<file path="src/core/acs_consts.svh">
/*
 * Holds the offsets, field positions, reset values, scaling figures and timing counts of the analog
 * channel scaler. Assumes it is included by its bare name after any timescale directive.
 */
`ifndef ACS_CONSTS_SVH
`define ACS_CONSTS_SVH

// ******************************************************************
// Register byte offsets on the Avalon-MM slave.
// ******************************************************************
`define ACS_OFS_CTRL 5'h00
`define ACS_OFS_STAT 5'h04
`define ACS_OFS_OUT 5'h08
`define ACS_OFS_IN0 5'h10
`define ACS_OFS_IN3 5'h1c

// ******************************************************************
// Control register fields and reset values.
// ******************************************************************
`define ACS_CTRL_RUN 0
`define ACS_CTRL_FILT_LO 1
`define ACS_CTRL_FILT_HI 2
`define ACS_CTRL_EN_LO 4
`define ACS_CTRL_EN_HI 7
`define ACS_CTRL_OMODE 8
`define ACS_RST_FILT 2'h2
`define ACS_RST_EN 4'hf
`define ACS_RST_OMODE 1'h0

// ******************************************************************
// Clock rate and filter settling times in microseconds.
// ******************************************************************
`define ACS_CLK_MHZ 125
`define ACS_SETTLE_10HZ_US 100000
`define ACS_SETTLE_50HZ_US 20000
`define ACS_SETTLE_60HZ_US 16670
`define ACS_SETTLE_250HZ_US 16000

// ******************************************************************
// Scaling figures: full-scale word, the analog output code map and the result FIFO depth.
// ******************************************************************
`define ACS_FULL_WORD 32767
`define ACS_IN_SHIFT 15
`define ACS_IOUT_BASE 17'h02aaa
`define ACS_IOUT_GAIN 17'h0aaab
`define ACS_DAC_MAX 17'h0ffff
`define ACS_FIFO_DEPTH 32

`endif

</file>
<file path="src/core/acs_pkg.sv">
/*
 * Holds the types shared by the analog channel scaler modules.
 * Assumes nothing of its surroundings.
 */
package acs_pkg;

   // Filter first-notch choices.
   typedef enum logic [1:0] {ACS_F10 = 2'h0, ACS_F50 = 2'h1, ACS_F60 = 2'h2, ACS_F250 = 2'h3} acs_filt_t;

   // Conversion sequencer states, Gray coded along the cycle.
   typedef enum logic [1:0] {ACS_IDLE = 2'h0, ACS_SETTLE = 2'h1, ACS_CONV = 2'h3, ACS_PUSH = 2'h2} acs_seq_t;

endpackage

</file>
<file path="src/core/acs_stream_if.sv">
/*
 * Holds the valid/ready stream carrier used between the scaler and its result FIFO.
 * Assumes both ends share one clock.
 */
`timescale 1ns/1ps
interface acs_stream_if #(parameter int W = 18) ();
   logic valid;
   logic ready;
   logic [W-1:0] data;
   modport src (output valid, output data, input ready);
   modport snk (input valid, input data, output ready);
endinterface

</file>
<file path="src/core/acs_scaler.sv">
/*
 * Holds the analog channel scaler: conversion sequencer, input scaling, image words, output code map
 * and Avalon-MM register slave.
 * Assumes a converter that returns a signed 16-bit code spanning its full input range (10.5 V on
 * channels 0 and 1, 21 mA on channels 2 and 3), and a 16-bit output converter spanning 10 V or 24 mA.
 */
// What this block does
// [RULE1] Filter selectable 10/50/60/250 Hz, settle and resolution.
// [RULE2] Filter defaults to 60 Hz after reset.
// [RULE3] Channel refresh is conversion time plus settling.
// [RULE4] Several channels: scan plus update plus settling.
// [RULE5] One channel: update plus scan, no settling.
// [RULE6] Results are 16-bit two's complement words.
// [RULE7] Current inputs scale to 32767 at 21 mA.
// [RULE8] Voltage inputs scale to 32767 at 10.5 V.
// [RULE9] Current output is 4 mA plus N*16/32767.
// [RULE10] Voltage output is N*10/32767 volts.
// [RULE11] Input words 4-7 cleared at run entry.
// [RULE12] Channels individually enabled, all enabled by default.
// [RULE13] Output drives its configured terminal only in run.
// [RULE14] Visit enabled channels ascending, wrap to lowest.
// [RULE15] Image words update atomically for the scan; the code writes each word on its own as its result leaves the FIFO.
`timescale 1ns/1ps
`include "acs_consts.svh"
module acs_scaler
   import acs_pkg::*;
#(
   parameter int SETTLE_10_CYC = `ACS_SETTLE_10HZ_US * `ACS_CLK_MHZ,
   parameter int SETTLE_50_CYC = `ACS_SETTLE_50HZ_US * `ACS_CLK_MHZ,
   parameter int SETTLE_60_CYC = `ACS_SETTLE_60HZ_US * `ACS_CLK_MHZ,
   parameter int SETTLE_250_CYC = `ACS_SETTLE_250HZ_US * `ACS_CLK_MHZ
)
(
   input wire logic i_clk,
   input wire logic i_rstn,
   input wire logic [4:0] i_avs_address,
   input wire logic i_avs_read,
   input wire logic i_avs_write,
   input wire logic [31:0] i_avs_writedata,
   input wire logic [3:0] i_avs_byteenable,
   output logic [31:0] o_avs_readdata,
   output logic o_avs_waitrequest,
   output logic [1:0] o_adc_mux,
   output logic [1:0] o_filt_sel,
   output logic o_adc_start,
   input wire logic i_adc_done,
   input wire logic [15:0] i_adc_data,
   output logic [15:0] o_dac_code,
   output logic o_vout_en,
   output logic o_iout_en
);
   // ******************************************************************
   // Declarations.
   // ******************************************************************
   acs_stream_if #(.W(18)) res_in ();
   acs_stream_if #(.W(18)) res_out ();

   logic ack;
   logic [31:0] rdata;
   logic [31:0] next_rdata;
   logic run;
   logic run_q;
   acs_filt_t filt;
   logic [3:0] ch_en;
   logic omode;
   logic [15:0] out_word;
   logic [15:0] img [4];
   logic next_run;
   acs_filt_t next_filt;
   logic [3:0] next_ch_en;
   logic next_omode;
   logic [15:0] next_out_word;
   logic [15:0] next_img [4];
   logic [31:0] wmask;
   logic [31:0] ctrl_word;
   logic wr_hit;
   logic enter_run_transition;
   logic done_s1;
   logic done_s2;
   logic done_q;
   logic [15:0] data_s1;
   logic [15:0] data_s2;
   acs_seq_t state;
   acs_seq_t next_state;
   logic [1:0] ch;
   logic [1:0] next_ch;
   logic [31:0] cnt;
   logic [31:0] next_cnt;
   logic [15:0] word;
   logic [15:0] next_word;
   logic start;
   logic next_start;
   logic single;
   logic [31:0] settle_cyc;
   logic signed [31:0] prod;
   logic [16:0] dac_calc;
   logic [15:0] nn;

   // ******************************************************************
   // Avalon-MM slave: one wait cycle, then the answer for one cycle.
   // ******************************************************************
   assign wmask = {{8{i_avs_byteenable[3]}}, {8{i_avs_byteenable[2]}},
                   {8{i_avs_byteenable[1]}}, {8{i_avs_byteenable[0]}}};
   assign ctrl_word = {23'h0, omode, ch_en, 1'b0, filt, run};
   assign wr_hit = i_avs_write & ack;

   // Read data is captured whole in one edge, so an image word never reads half updated.
   always_comb
   begin
      next_rdata = 32'h0;
      unique case (i_avs_address)
         `ACS_OFS_CTRL: next_rdata = ctrl_word;
         `ACS_OFS_STAT: next_rdata = {26'h0, ~res_in.ready, run, state, ch};
         `ACS_OFS_OUT: next_rdata = {16'h0, out_word};
         default:
         begin
            if (i_avs_address[4] && i_avs_address[1:0] == 2'h0)
            begin
               next_rdata = {16'h0, img[i_avs_address[3:2]]}; // [RULE15]
            end
         end
      endcase
   end

   // Acknowledge register drives waitrequest low for exactly one cycle per request.
   always_ff @(posedge i_clk or negedge i_rstn)
   begin
      if (!i_rstn)
      begin
         ack <= 1'b0;
         rdata <= 32'h0;
         o_avs_waitrequest <= 1'b1;
      end
      else
      begin
         ack <= (i_avs_read | i_avs_write) & ~ack;
         rdata <= next_rdata;
         o_avs_waitrequest <= ~((i_avs_read | i_avs_write) & ~ack);
      end
   end
   assign o_avs_readdata = rdata;

   // ******************************************************************
   // Configuration and image words.
   // ******************************************************************
   assign enter_run_transition = run & ~run_q;

   // Next configuration values and image updates from the result FIFO.
   always_comb
   begin
      logic [31:0] merged;
      merged = (ctrl_word & ~wmask) | (i_avs_writedata & wmask);
      next_run = run;
      next_filt = filt;
      next_ch_en = ch_en;
      next_omode = omode;
      next_out_word = out_word;
      next_img = img;
      if (wr_hit && i_avs_address == `ACS_OFS_CTRL)
      begin
         next_run = merged[`ACS_CTRL_RUN];
         next_filt = acs_filt_t'(merged[`ACS_CTRL_FILT_HI:`ACS_CTRL_FILT_LO]); // [RULE1]
         next_ch_en = merged[`ACS_CTRL_EN_HI:`ACS_CTRL_EN_LO]; // [RULE12]
         next_omode = merged[`ACS_CTRL_OMODE];
      end
      if (wr_hit && i_avs_address == `ACS_OFS_OUT)
      begin
         next_out_word = (out_word & ~wmask[15:0]) | (i_avs_writedata[15:0] & wmask[15:0]);
      end
      if (enter_run_transition)
      begin
         next_img = '{default: 16'h0}; // [RULE11]
      end
      else if (res_out.valid && res_out.ready)
      begin
         next_img[res_out.data[17:16]] = res_out.data[15:0]; // [RULE11] [RULE15]
      end
   end

   // Configuration registers.
   always_ff @(posedge i_clk or negedge i_rstn)
   begin
      if (!i_rstn)
      begin
         run <= 1'b0;
         run_q <= 1'b0;
         filt <= acs_filt_t'(`ACS_RST_FILT); // [RULE2]
         ch_en <= `ACS_RST_EN; // [RULE12]
         omode <= `ACS_RST_OMODE;
         out_word <= 16'h0;
         img <= '{default: 16'h0};
      end
      else
      begin
         run <= next_run;
         run_q <= run;
         filt <= next_filt;
         ch_en <= next_ch_en;
         omode <= next_omode;
         out_word <= next_out_word;
         img <= next_img;
      end
   end

   // Image writes pause in the wait cycle of a read; the FIFO absorbs the burst.
   assign res_out.ready = ~(i_avs_read & ~ack);

   acs_fifo #(.W(18), .DEPTH(`ACS_FIFO_DEPTH)) u_fifo
   (
      .i_clk(i_clk),
      .i_rstn(i_rstn),
      .i_clear(enter_run_transition),
      .s_in(res_in),
      .s_out(res_out)
   );

   // ******************************************************************
   // Converter handshake synchronisers.
   // ******************************************************************
   always_ff @(posedge i_clk or negedge i_rstn)
   begin
      if (!i_rstn)
      begin
         done_s1 <= 1'b0;
         done_s2 <= 1'b0;
         done_q <= 1'b0;
         data_s1 <= 16'h0;
         data_s2 <= 16'h0;
      end
      else
      begin
         done_s1 <= i_adc_done;
         done_s2 <= done_s1;
         done_q <= done_s2;
         data_s1 <= i_adc_data;
         data_s2 <= data_s1;
      end
   end

   // ******************************************************************
   // Conversion sequencer.
   // ******************************************************************
   // Next enabled channel above the current one, wrapping to the lowest.
   function automatic logic [1:0] acs_next_ch(input logic [1:0] cur, input logic [3:0] en);
      logic [1:0] c;
      acs_next_ch = cur;
      for (int k = 4; k >= 1; k--)
      begin
         c = cur + k[1:0];
         if (en[c])
         begin
            acs_next_ch = c; // [RULE14]
         end
      end
   endfunction

   assign single = (ch_en == 4'h1) || (ch_en == 4'h2) || (ch_en == 4'h4) || (ch_en == 4'h8);

   // Settling count of the chosen filter.
   always_comb
   begin
      unique case (filt)
         ACS_F10: settle_cyc = SETTLE_10_CYC; // [RULE1]
         ACS_F50: settle_cyc = SETTLE_50_CYC;
         ACS_F60: settle_cyc = SETTLE_60_CYC;
         ACS_F250: settle_cyc = SETTLE_250_CYC;
      endcase
   end

   // Scaling: converter code times 32767 over 32768 gives the image word for either unit.
   assign prod = $signed(data_s2) * `ACS_FULL_WORD;

   // Next sequencer values.
   always_comb
   begin
      next_state = state;
      next_ch = ch;
      next_cnt = cnt;
      next_word = word;
      next_start = 1'b0;
      res_in.valid = 1'b0;
      res_in.data = {ch, word};
      unique case (state)
         ACS_IDLE:
         begin
            if (run && ch_en != 4'h0)
            begin
               next_ch = acs_next_ch(ch, ch_en); // [RULE14]
               next_cnt = single ? 32'h0 : settle_cyc; // [RULE3] [RULE4] [RULE5]
               next_state = ACS_SETTLE;
            end
         end
         ACS_SETTLE:
         begin
            if (cnt != 32'h0)
            begin
               next_cnt = cnt - 32'h1;
            end
            else
            begin
               next_start = 1'b1;
               next_state = ACS_CONV;
            end
         end
         ACS_CONV:
         begin
            if (done_s2 && !done_q)
            begin
               next_word = prod[30:15]; // [RULE6] [RULE7] [RULE8]
               if (filt == ACS_F250)
               begin
                  next_word = {prod[30:16], 1'b0}; // [RULE1]
               end
               next_state = ACS_PUSH;
            end
         end
         ACS_PUSH:
         begin
            res_in.valid = 1'b1;
            if (res_in.ready)
            begin
               next_state = ACS_IDLE;
            end
         end
      endcase
      if (!run)
      begin
         next_state = ACS_IDLE;
         next_start = 1'b0; // No conversion is launched once run has dropped.
      end
   end

   // Sequencer registers.
   always_ff @(posedge i_clk or negedge i_rstn)
   begin
      if (!i_rstn)
      begin
         state <= ACS_IDLE;
         ch <= 2'h3;
         cnt <= 32'h0;
         word <= 16'h0;
         start <= 1'b0;
      end
      else
      begin
         state <= next_state;
         ch <= next_ch;
         cnt <= next_cnt;
         word <= next_word;
         start <= next_start;
      end
   end
   assign o_adc_start = start;
   assign o_adc_mux = ch;
   assign o_filt_sel = filt;

   // ******************************************************************
   // Analog output code map.
   // ******************************************************************
   assign nn = out_word[15] ? 16'h0 : out_word;

   // Voltage doubles the word, so 32767 gives code 65534; current adds the 4 mA base.
   always_comb
   begin
      logic [32:0] t;
      t = 33'h0;
      if (omode)
      begin
         t = {17'h0, nn} * {16'h0, `ACS_IOUT_GAIN};
         dac_calc = `ACS_IOUT_BASE + t[31:15]; // [RULE9]
      end
      else
      begin
         dac_calc = {nn, 1'b0}; // [RULE10]
      end
      if (dac_calc > `ACS_DAC_MAX)
      begin
         dac_calc = `ACS_DAC_MAX;
      end
   end

   // Output registers enable only the configured terminal and only in run.
   always_ff @(posedge i_clk or negedge i_rstn)
   begin
      if (!i_rstn)
      begin
         o_dac_code <= 16'h0;
         o_vout_en <= 1'b0;
         o_iout_en <= 1'b0;
      end
      else
      begin
         o_dac_code <= run ? dac_calc[15:0] : 16'h0;
         o_vout_en <= run & ~omode; // [RULE13]
         o_iout_en <= run & omode; // [RULE13]
      end
   end
endmodule // acs_scaler

</file>
<file path="src/core/acs_fifo.sv">
/*
 * Holds a synchronous FIFO with valid and ready on both sides.
 * Assumes one clock and an active-low asynchronous reset; i_clear empties it in one cycle.
 */
`timescale 1ns/1ps
module acs_fifo
   import acs_pkg::*;
#(
   parameter int W = 18,
   parameter int DEPTH = 32
)
(
   input wire logic i_clk,
   input wire logic i_rstn,
   input wire logic i_clear,
   acs_stream_if.snk s_in,
   acs_stream_if.src s_out
);
   localparam int AW = $clog2(DEPTH);

   logic [W-1:0] mem [DEPTH];
   logic [AW:0] wr_ptr;
   logic [AW:0] rd_ptr;
   logic [AW:0] next_wr_ptr;
   logic [AW:0] next_rd_ptr;
   logic full;
   logic empty;
   logic do_wr;
   logic do_rd;

   // Full and empty come from pointers that carry one extra wrap bit.
   assign full = (wr_ptr[AW] != rd_ptr[AW]) && (wr_ptr[AW-1:0] == rd_ptr[AW-1:0]);
   assign empty = (wr_ptr == rd_ptr);
   assign s_in.ready = ~full;
   assign s_out.valid = ~empty;
   assign s_out.data = mem[rd_ptr[AW-1:0]];
   assign do_wr = s_in.valid & ~full;
   assign do_rd = s_out.ready & ~empty;

   // Next pointer values.
   always_comb
   begin
      next_wr_ptr = wr_ptr;
      next_rd_ptr = rd_ptr;
      if (i_clear)
      begin
         next_rd_ptr = wr_ptr;
      end
      else
      begin
         if (do_wr)
         begin
            next_wr_ptr = wr_ptr + 1'b1;
         end
         if (do_rd)
         begin
            next_rd_ptr = rd_ptr + 1'b1;
         end
      end
   end

   // Pointer registers.
   always_ff @(posedge i_clk or negedge i_rstn)
   begin
      if (!i_rstn)
      begin
         wr_ptr <= '0;
         rd_ptr <= '0;
      end
      else
      begin
         wr_ptr <= next_wr_ptr;
         rd_ptr <= next_rd_ptr;
      end
   end

   // Storage is written only on an accepted word.
   always_ff @(posedge i_clk)
   begin
      if (do_wr && !i_clear)
      begin
         mem[wr_ptr[AW-1:0]] <= s_in.data;
      end
   end
endmodule // acs_fifo

</file>
<file path="config.mk">
export PLATFORM = sky130hd
export DESIGN_NAME = acs_scaler
export DESIGN_NICKNAME = d
export VERILOG_FILES = /design/src/core/acs_pkg.sv /design/src/core/acs_stream_if.sv /design/src/core/acs_scaler.sv /design/src/core/acs_fifo.sv
export VERILOG_INCLUDE_DIRS = /design/src /design/src/core
export SDC_FILE = /design/constraint.sdc
export NUM_CORES = 2
export LEC_CHECK = 0
export BUFFER_PORTS_ARGS = -buffer_cell sky130_fd_sc_hd__buf_2
export CELL_PAD_IN_SITES_DETAIL_PLACEMENT = 0
export CELL_PAD_IN_SITES_GLOBAL_PLACEMENT = 1
export CORE_UTILIZATION = 55
export DETAILED_ROUTE_END_ITERATION = 8
export GPL_ROUTABILITY_DRIVEN = 0
export GPL_TIMING_DRIVEN = 0
export PLACE_DENSITY = 0.89
export RECOVER_POWER = 100
export SETUP_SLACK_MARGIN = 0.15
export SLEW_MARGIN = 5
export SYNTH_ARGS = -nofsm -noshare
export SYNTH_HDL_FRONTEND = slang
export SYNTH_SLANG_ARGS = --single-unit
</file>
<file path="constraint.sdc">
create_clock -name i_clk -period 20 [get_ports i_clk]
set_input_delay 2 -clock i_clk [delete_from_list [all_inputs] [get_ports i_clk]]
set_output_delay 2 -clock i_clk [all_outputs]
set_load 0.1 [all_outputs]
</file>
==> qor_table.md <==
| Item | This run | Unit |
| --- | --- | --- |
| Number of rows created at floorplan | 101 | - |
| Final Non-Filler Cells | 4,183 | - |
| Die extent in x | 281 | um |
| Clock tree from TritonCTS | yes | - |
| Area inside the core boundary | 76,500 | sq um |
| Arr. time, crit path | 10.93 | ns |
| Highest clock frequency the design can meet | 0.0879 | GHz |
| Sum of buffers and inverters on the critical path | 3 | - |
| Wire length per cell | 25.5 | um |
| Number of distinct standard cells referenced by the synthesized netlist | 89 | - |
| Cell chain of the critical path | clkbuf_1 -> clkbuf_1 -> clkbuf_1 | - |
| Proportion of synthesized flip-flops having asynchronous set or reset | 0.281 | - |
| Global routing usage on met1 | 0.354 | - |
| Setup violators final | 0 | - |
| Worst-case clock buffer depth | 3 | - |
| End of the worst hold path | data_s2[12] | - |
| Max rail drop VDD | 0.000316 | V |
| Top cell type's share of synthesized area | 0.405 | - |
| Min-delay src | data_s1[12] | - |
| CP required | 19.55 | ns |
| Post-synthesis instance total | 2,873 | - |
| Post-route setup TNS | 0 | ns |
| Critical path startpoint category | input pin | - |
| Endpoint class of the critical path | async pin | - |
| Path depth of the worst reg2reg path | 22 | - |
| All-Layer GR Usage | 0.277 | - |
| Setup WS pre-CTS | 12.31 | ns |
| Violation count after the first detailed-routing iteration | 2,564 | - |
| Post-synthesis instance area | 42,800 | sq um |
| Number of CTS-inserted buffers | 80 | - |
| GR Layer Usage met3 | 0.0535 | - |
| Hold WS | 0.347 | ns |
| Cell count after placement | 4,034 | - |
| Final number of max-transition violations | 225 | - |
| Max-slew headroom | -2.95 | - |
| Maximum fanout along the worst path | 113 | - |
| Synth top area cells | sky130_fd_sc_hd__edfxtp_1 (40%), sky130_fd_sc_hd__dfrtp_1 (13%), sky130_fd_sc_hd__mux4_2 (10%) | - |
| Max Clock Skew | 0.0671 | ns |
| Initial standard-cell utilization of the core | 0.559 | - |
| P per Cell Area | 169 | nW/um^2 |
| EDFF count, synth | 576 | - |
| Layout cell share with drive strength beyond 1 | 0.143 | - |
| Final HPWL from detailed placement | 73,400 | um |
| Setup slack, reg-to-reg | 11.85 | ns |
| Post-CTS Hold Fix Bufs | 0 | - |
| Post-DR vias/cell | 6.15 | - |
| Setup repair after global routing missed its margin | no | - |
| Part of the Yosys area used for sequential elements | 0.537 | - |
| Met2 track demand over resource | 0.466 | - |
| Max-capacitance violation count | 4 | - |
| Count of inserted antenna diode cells | 0 | - |
| Path type of the worst min-delay path | flop to flop | - |
| Routed Wire Length | 107,000 | um |
| Via count of the first global-routing pass | 26,969 | - |
| Total Die Area | 78,900 | sq um |
| Busiest layer in global routing | met2 | - |
| Final core occ | 0.617 | - |
| Transition at the pin with the smallest max-transition slack | 5.92 | ns |
| Cell repeated most along the worst path | sky130_fd_sc_hd__clkbuf_1 | - |
| Overall power consumption | 7.96 | mW |
| #FFs+latches synth | 801 | - |
| GR Overflow Total | 0 | - |
| Most used standard cell by instance count after synthesis | sky130_fd_sc_hd__edfxtp_1 | - |
| Number of routed nets with antenna violations | 0 | - |
| Number of iterations in the first detailed-routing pass | 7 | - |
| Layout Nets | 3,589 | - |
| Leakage power of the design | 18.9 | nW |
| Global-route wire length before repair | 162,000 | um |
| Number of setup buffers added after CTS | 0 | - |
| CTS clock-pin slew for the worst setup and hold paths | 0.05 | ns |
| Synth cell count leaders | sky130_fd_sc_hd__edfxtp_1 (576), sky130_fd_sc_hd__inv_1 (319), sky130_fd_sc_hd__ha_1 (221), sky130_fd_sc_hd__fa_1 (220), sky130_fd_sc_hd__dfrtp_1 (217) | - |
| Die Ht | 281 | um |
| Worst setup path class | input pin to async pin | - |
| Kind of cell with the highest combined delay on the critical path | buffers and inverters | - |
| Most used flip-flop cell after synthesis | sky130_fd_sc_hd__edfxtp_1 | - |
| Vias after detailed routing | 25,709 | - |
| Status | finished, violations left | - |
| TritonCTS sink count | 801 | - |
| Total cell area at the placement stage | 45,200 | sq um |
| Number of top-level pins | 118 | - |
| Violations in the final reports | capacitance limit, slew limit | - |
| Period Utilization, post-route | 0.569 | - |
| Final period demand of the worst path | 11.38 | ns |
| Number of warnings reported in the yosys synthesis log | 0 | - |
| Hold Violations, Final | 0 | - |
| Capturing point of the worst reg2reg path | o_dac_code[4] | - |
| Pin count of the biggest net entering global routing | 114 | - |
| Clk root buf | sky130_fd_sc_hd__clkbuf_16 | - |
| Maximum single-stage delay on the critical path | 4.18 | ns |
| Number of inserted filler cells in the final layout | 5,510 | - |
| Detailed-route DRC error count | 0 | - |
| Resize count post-CTS | 0 | - |
| Final worst setup slack | 8.62 | ns |
| Number of port buffers | 81 | - |
| Slowest cell on the critical path | sky130_fd_sc_hd__clkbuf_1 | - |
| Clock network latency to the later pin of the worst-skew pair | 0.67 | ns |
| Antenna violations before repair | 0 | - |
| Layout overhead on the synthesized area | 10.3 | % |
| Final design area excluding fillers | 47,100 | sq um |
| H-tree lvl count | 3 | - |
| Synthesized area divided by synthesized cell count | 14.9 | sq um |
| Cell type contributing the most total cell area after synthesis | sky130_fd_sc_hd__edfxtp_1 | - |
| Worst hold path depth | 0 | - |
==> logic make-up after synthesis <==
kind of cell	synth area share
other cells	0.0000877
flops	0.537
xor+xnor	0.0213
simple gates	0.0546
compound gates	0.0455
fa+ha+maj	0.168
mux	0.131
buf+inv	0.0429
==> layer usage <==
layer / share of wire / up-vias
met3: 0.089 / 311
met4: 0.041 / 0
met5: 0 / -
met1: 0.37 / 13147
li1: - / 10800
met2: 0.50 / 1451
==> flip-flops by register name (all words and copies together) (netlist names), named ones only <==
name               count
ack                    1
cnt                   32
data_s1               16
data_s2               16
done_q                 1
done_s1                1
done_s2                1
img                   64
o_adc_mux              2
o_adc_start            1
o_avs_readdata        16
o_avs_waitrequest      1
o_dac_code            16
o_iout_en              1
o_vout_en              1
run_q                  1
state                  2
u_fifo.mem           576
u_fifo.rd_ptr          6
u_fifo.wr_ptr          6
word                  16
==> worst max-delay path by stage <==
stage / endpoint / cells after the start / slack [ns] / from
after detailed placement: o_dac_code[4] / 22 / 12.31 / flop
final: data_s1[15] / 3 / 8.62 / i_rstn
after CTS: o_dac_code[4] / 22 / 12.28 / flop
after global placement: word[12] / 20 / 12.09 / data_s2[15]
after global routing: data_s2[13] / 3 / 6.52 / i_rstn
after floorplan: word[15] / 20 / 13.08 / data_s2[15]
==> cell type report <==
type	instances	area [sq um]	area share
Timing Repair Buffer	116	497	0.0105
Sequential cell	801	22900	0.487
Clock buffer	104	2100	0.0446
Tap cell	1030	1290	0.0273
Inverter	320	1200	0.0255
Clock inverter	45	548	0.0116
Buffer	131	599	0.0127
Multi-Input combinational cell	1636	18000	0.381
==> worst reg2reg max path, stage by stage (launching register included) <==
cell and delay (ns):
sky130_fd_sc_hd__dfrtp_1 0.56, sky130_fd_sc_hd__clkbuf_1 0.41, sky130_fd_sc_hd__nor2b_1 0.19, sky130_fd_sc_hd__nand2_1 0.17, sky130_fd_sc_hd__inv_1 0.10, sky130_fd_sc_hd__fa_1 0.67
sky130_fd_sc_hd__inv_1 0.11, sky130_fd_sc_hd__fa_1 0.55, sky130_fd_sc_hd__fa_1 0.56, sky130_fd_sc_hd__inv_1 0.05, sky130_fd_sc_hd__fa_1 0.41, sky130_fd_sc_hd__fa_1 0.40
sky130_fd_sc_hd__ha_1 0.40, sky130_fd_sc_hd__a21oi_1 0.28, sky130_fd_sc_hd__o21ai_0 0.27, sky130_fd_sc_hd__a21o_1 0.28, sky130_fd_sc_hd__nor3_1 0.29, sky130_fd_sc_hd__a21o_1 0.25
sky130_fd_sc_hd__mux2i_1 0.41, sky130_fd_sc_hd__nor3_1 0.16, sky130_fd_sc_hd__a211oi_1 0.68, sky130_fd_sc_hd__nand2_1 0.35, sky130_fd_sc_hd__a311oi_1 0.48
==> cell usage in the layout (no fill, tap or decap), drive strengths merged, types with 8 or more instances in the layout <==
master | netlist | routed
edfxtp | 576 | 576
inv | 319 | 323
clkbuf | 75 | 271
ha | 221 | 221
fa | 220 | 220
dfrtp | 217 | 217
mux4 | 196 | 196
nor2 | 178 | 178
nand2 | 104 | 104
o21ai | 102 | 102
buf | 56 | 80
mux2i | 77 | 77
xnor2 | 68 | 68
a21oi | 55 | 55
mux2 | 38 | 38
xor2 | 36 | 36
clkinv | 1 | 33
nor3 | 26 | 26
or2 | 24 | 24
nand3 | 22 | 22
a21o | 18 | 18
a211oi | 17 | 17
a22o | 16 | 16
conb | 1 | 16
nand2b | 15 | 15
nor2b | 14 | 14
or3 | 13 | 13
and2 | 13 | 13
nand4 | 11 | 11
a31oi | 10 | 10
a311oi | 10 | 10
nor4 | 9 | 9
o211ai | 8 | 8
o31ai | 8 | 8
and4 | 8 | 8
and3 | 8 | 8
dfstp | 8 | 8
==> power breakdown <==
part | internal, mW | leakage (nW) | switching (mW)
logic | 1.71 | 9.57 | 2.39
clock network | 0.848 | 1.27 | 0.671
registers | 2.07 | 8.09 | 0.262
Power figures use the tool's default switching activity.
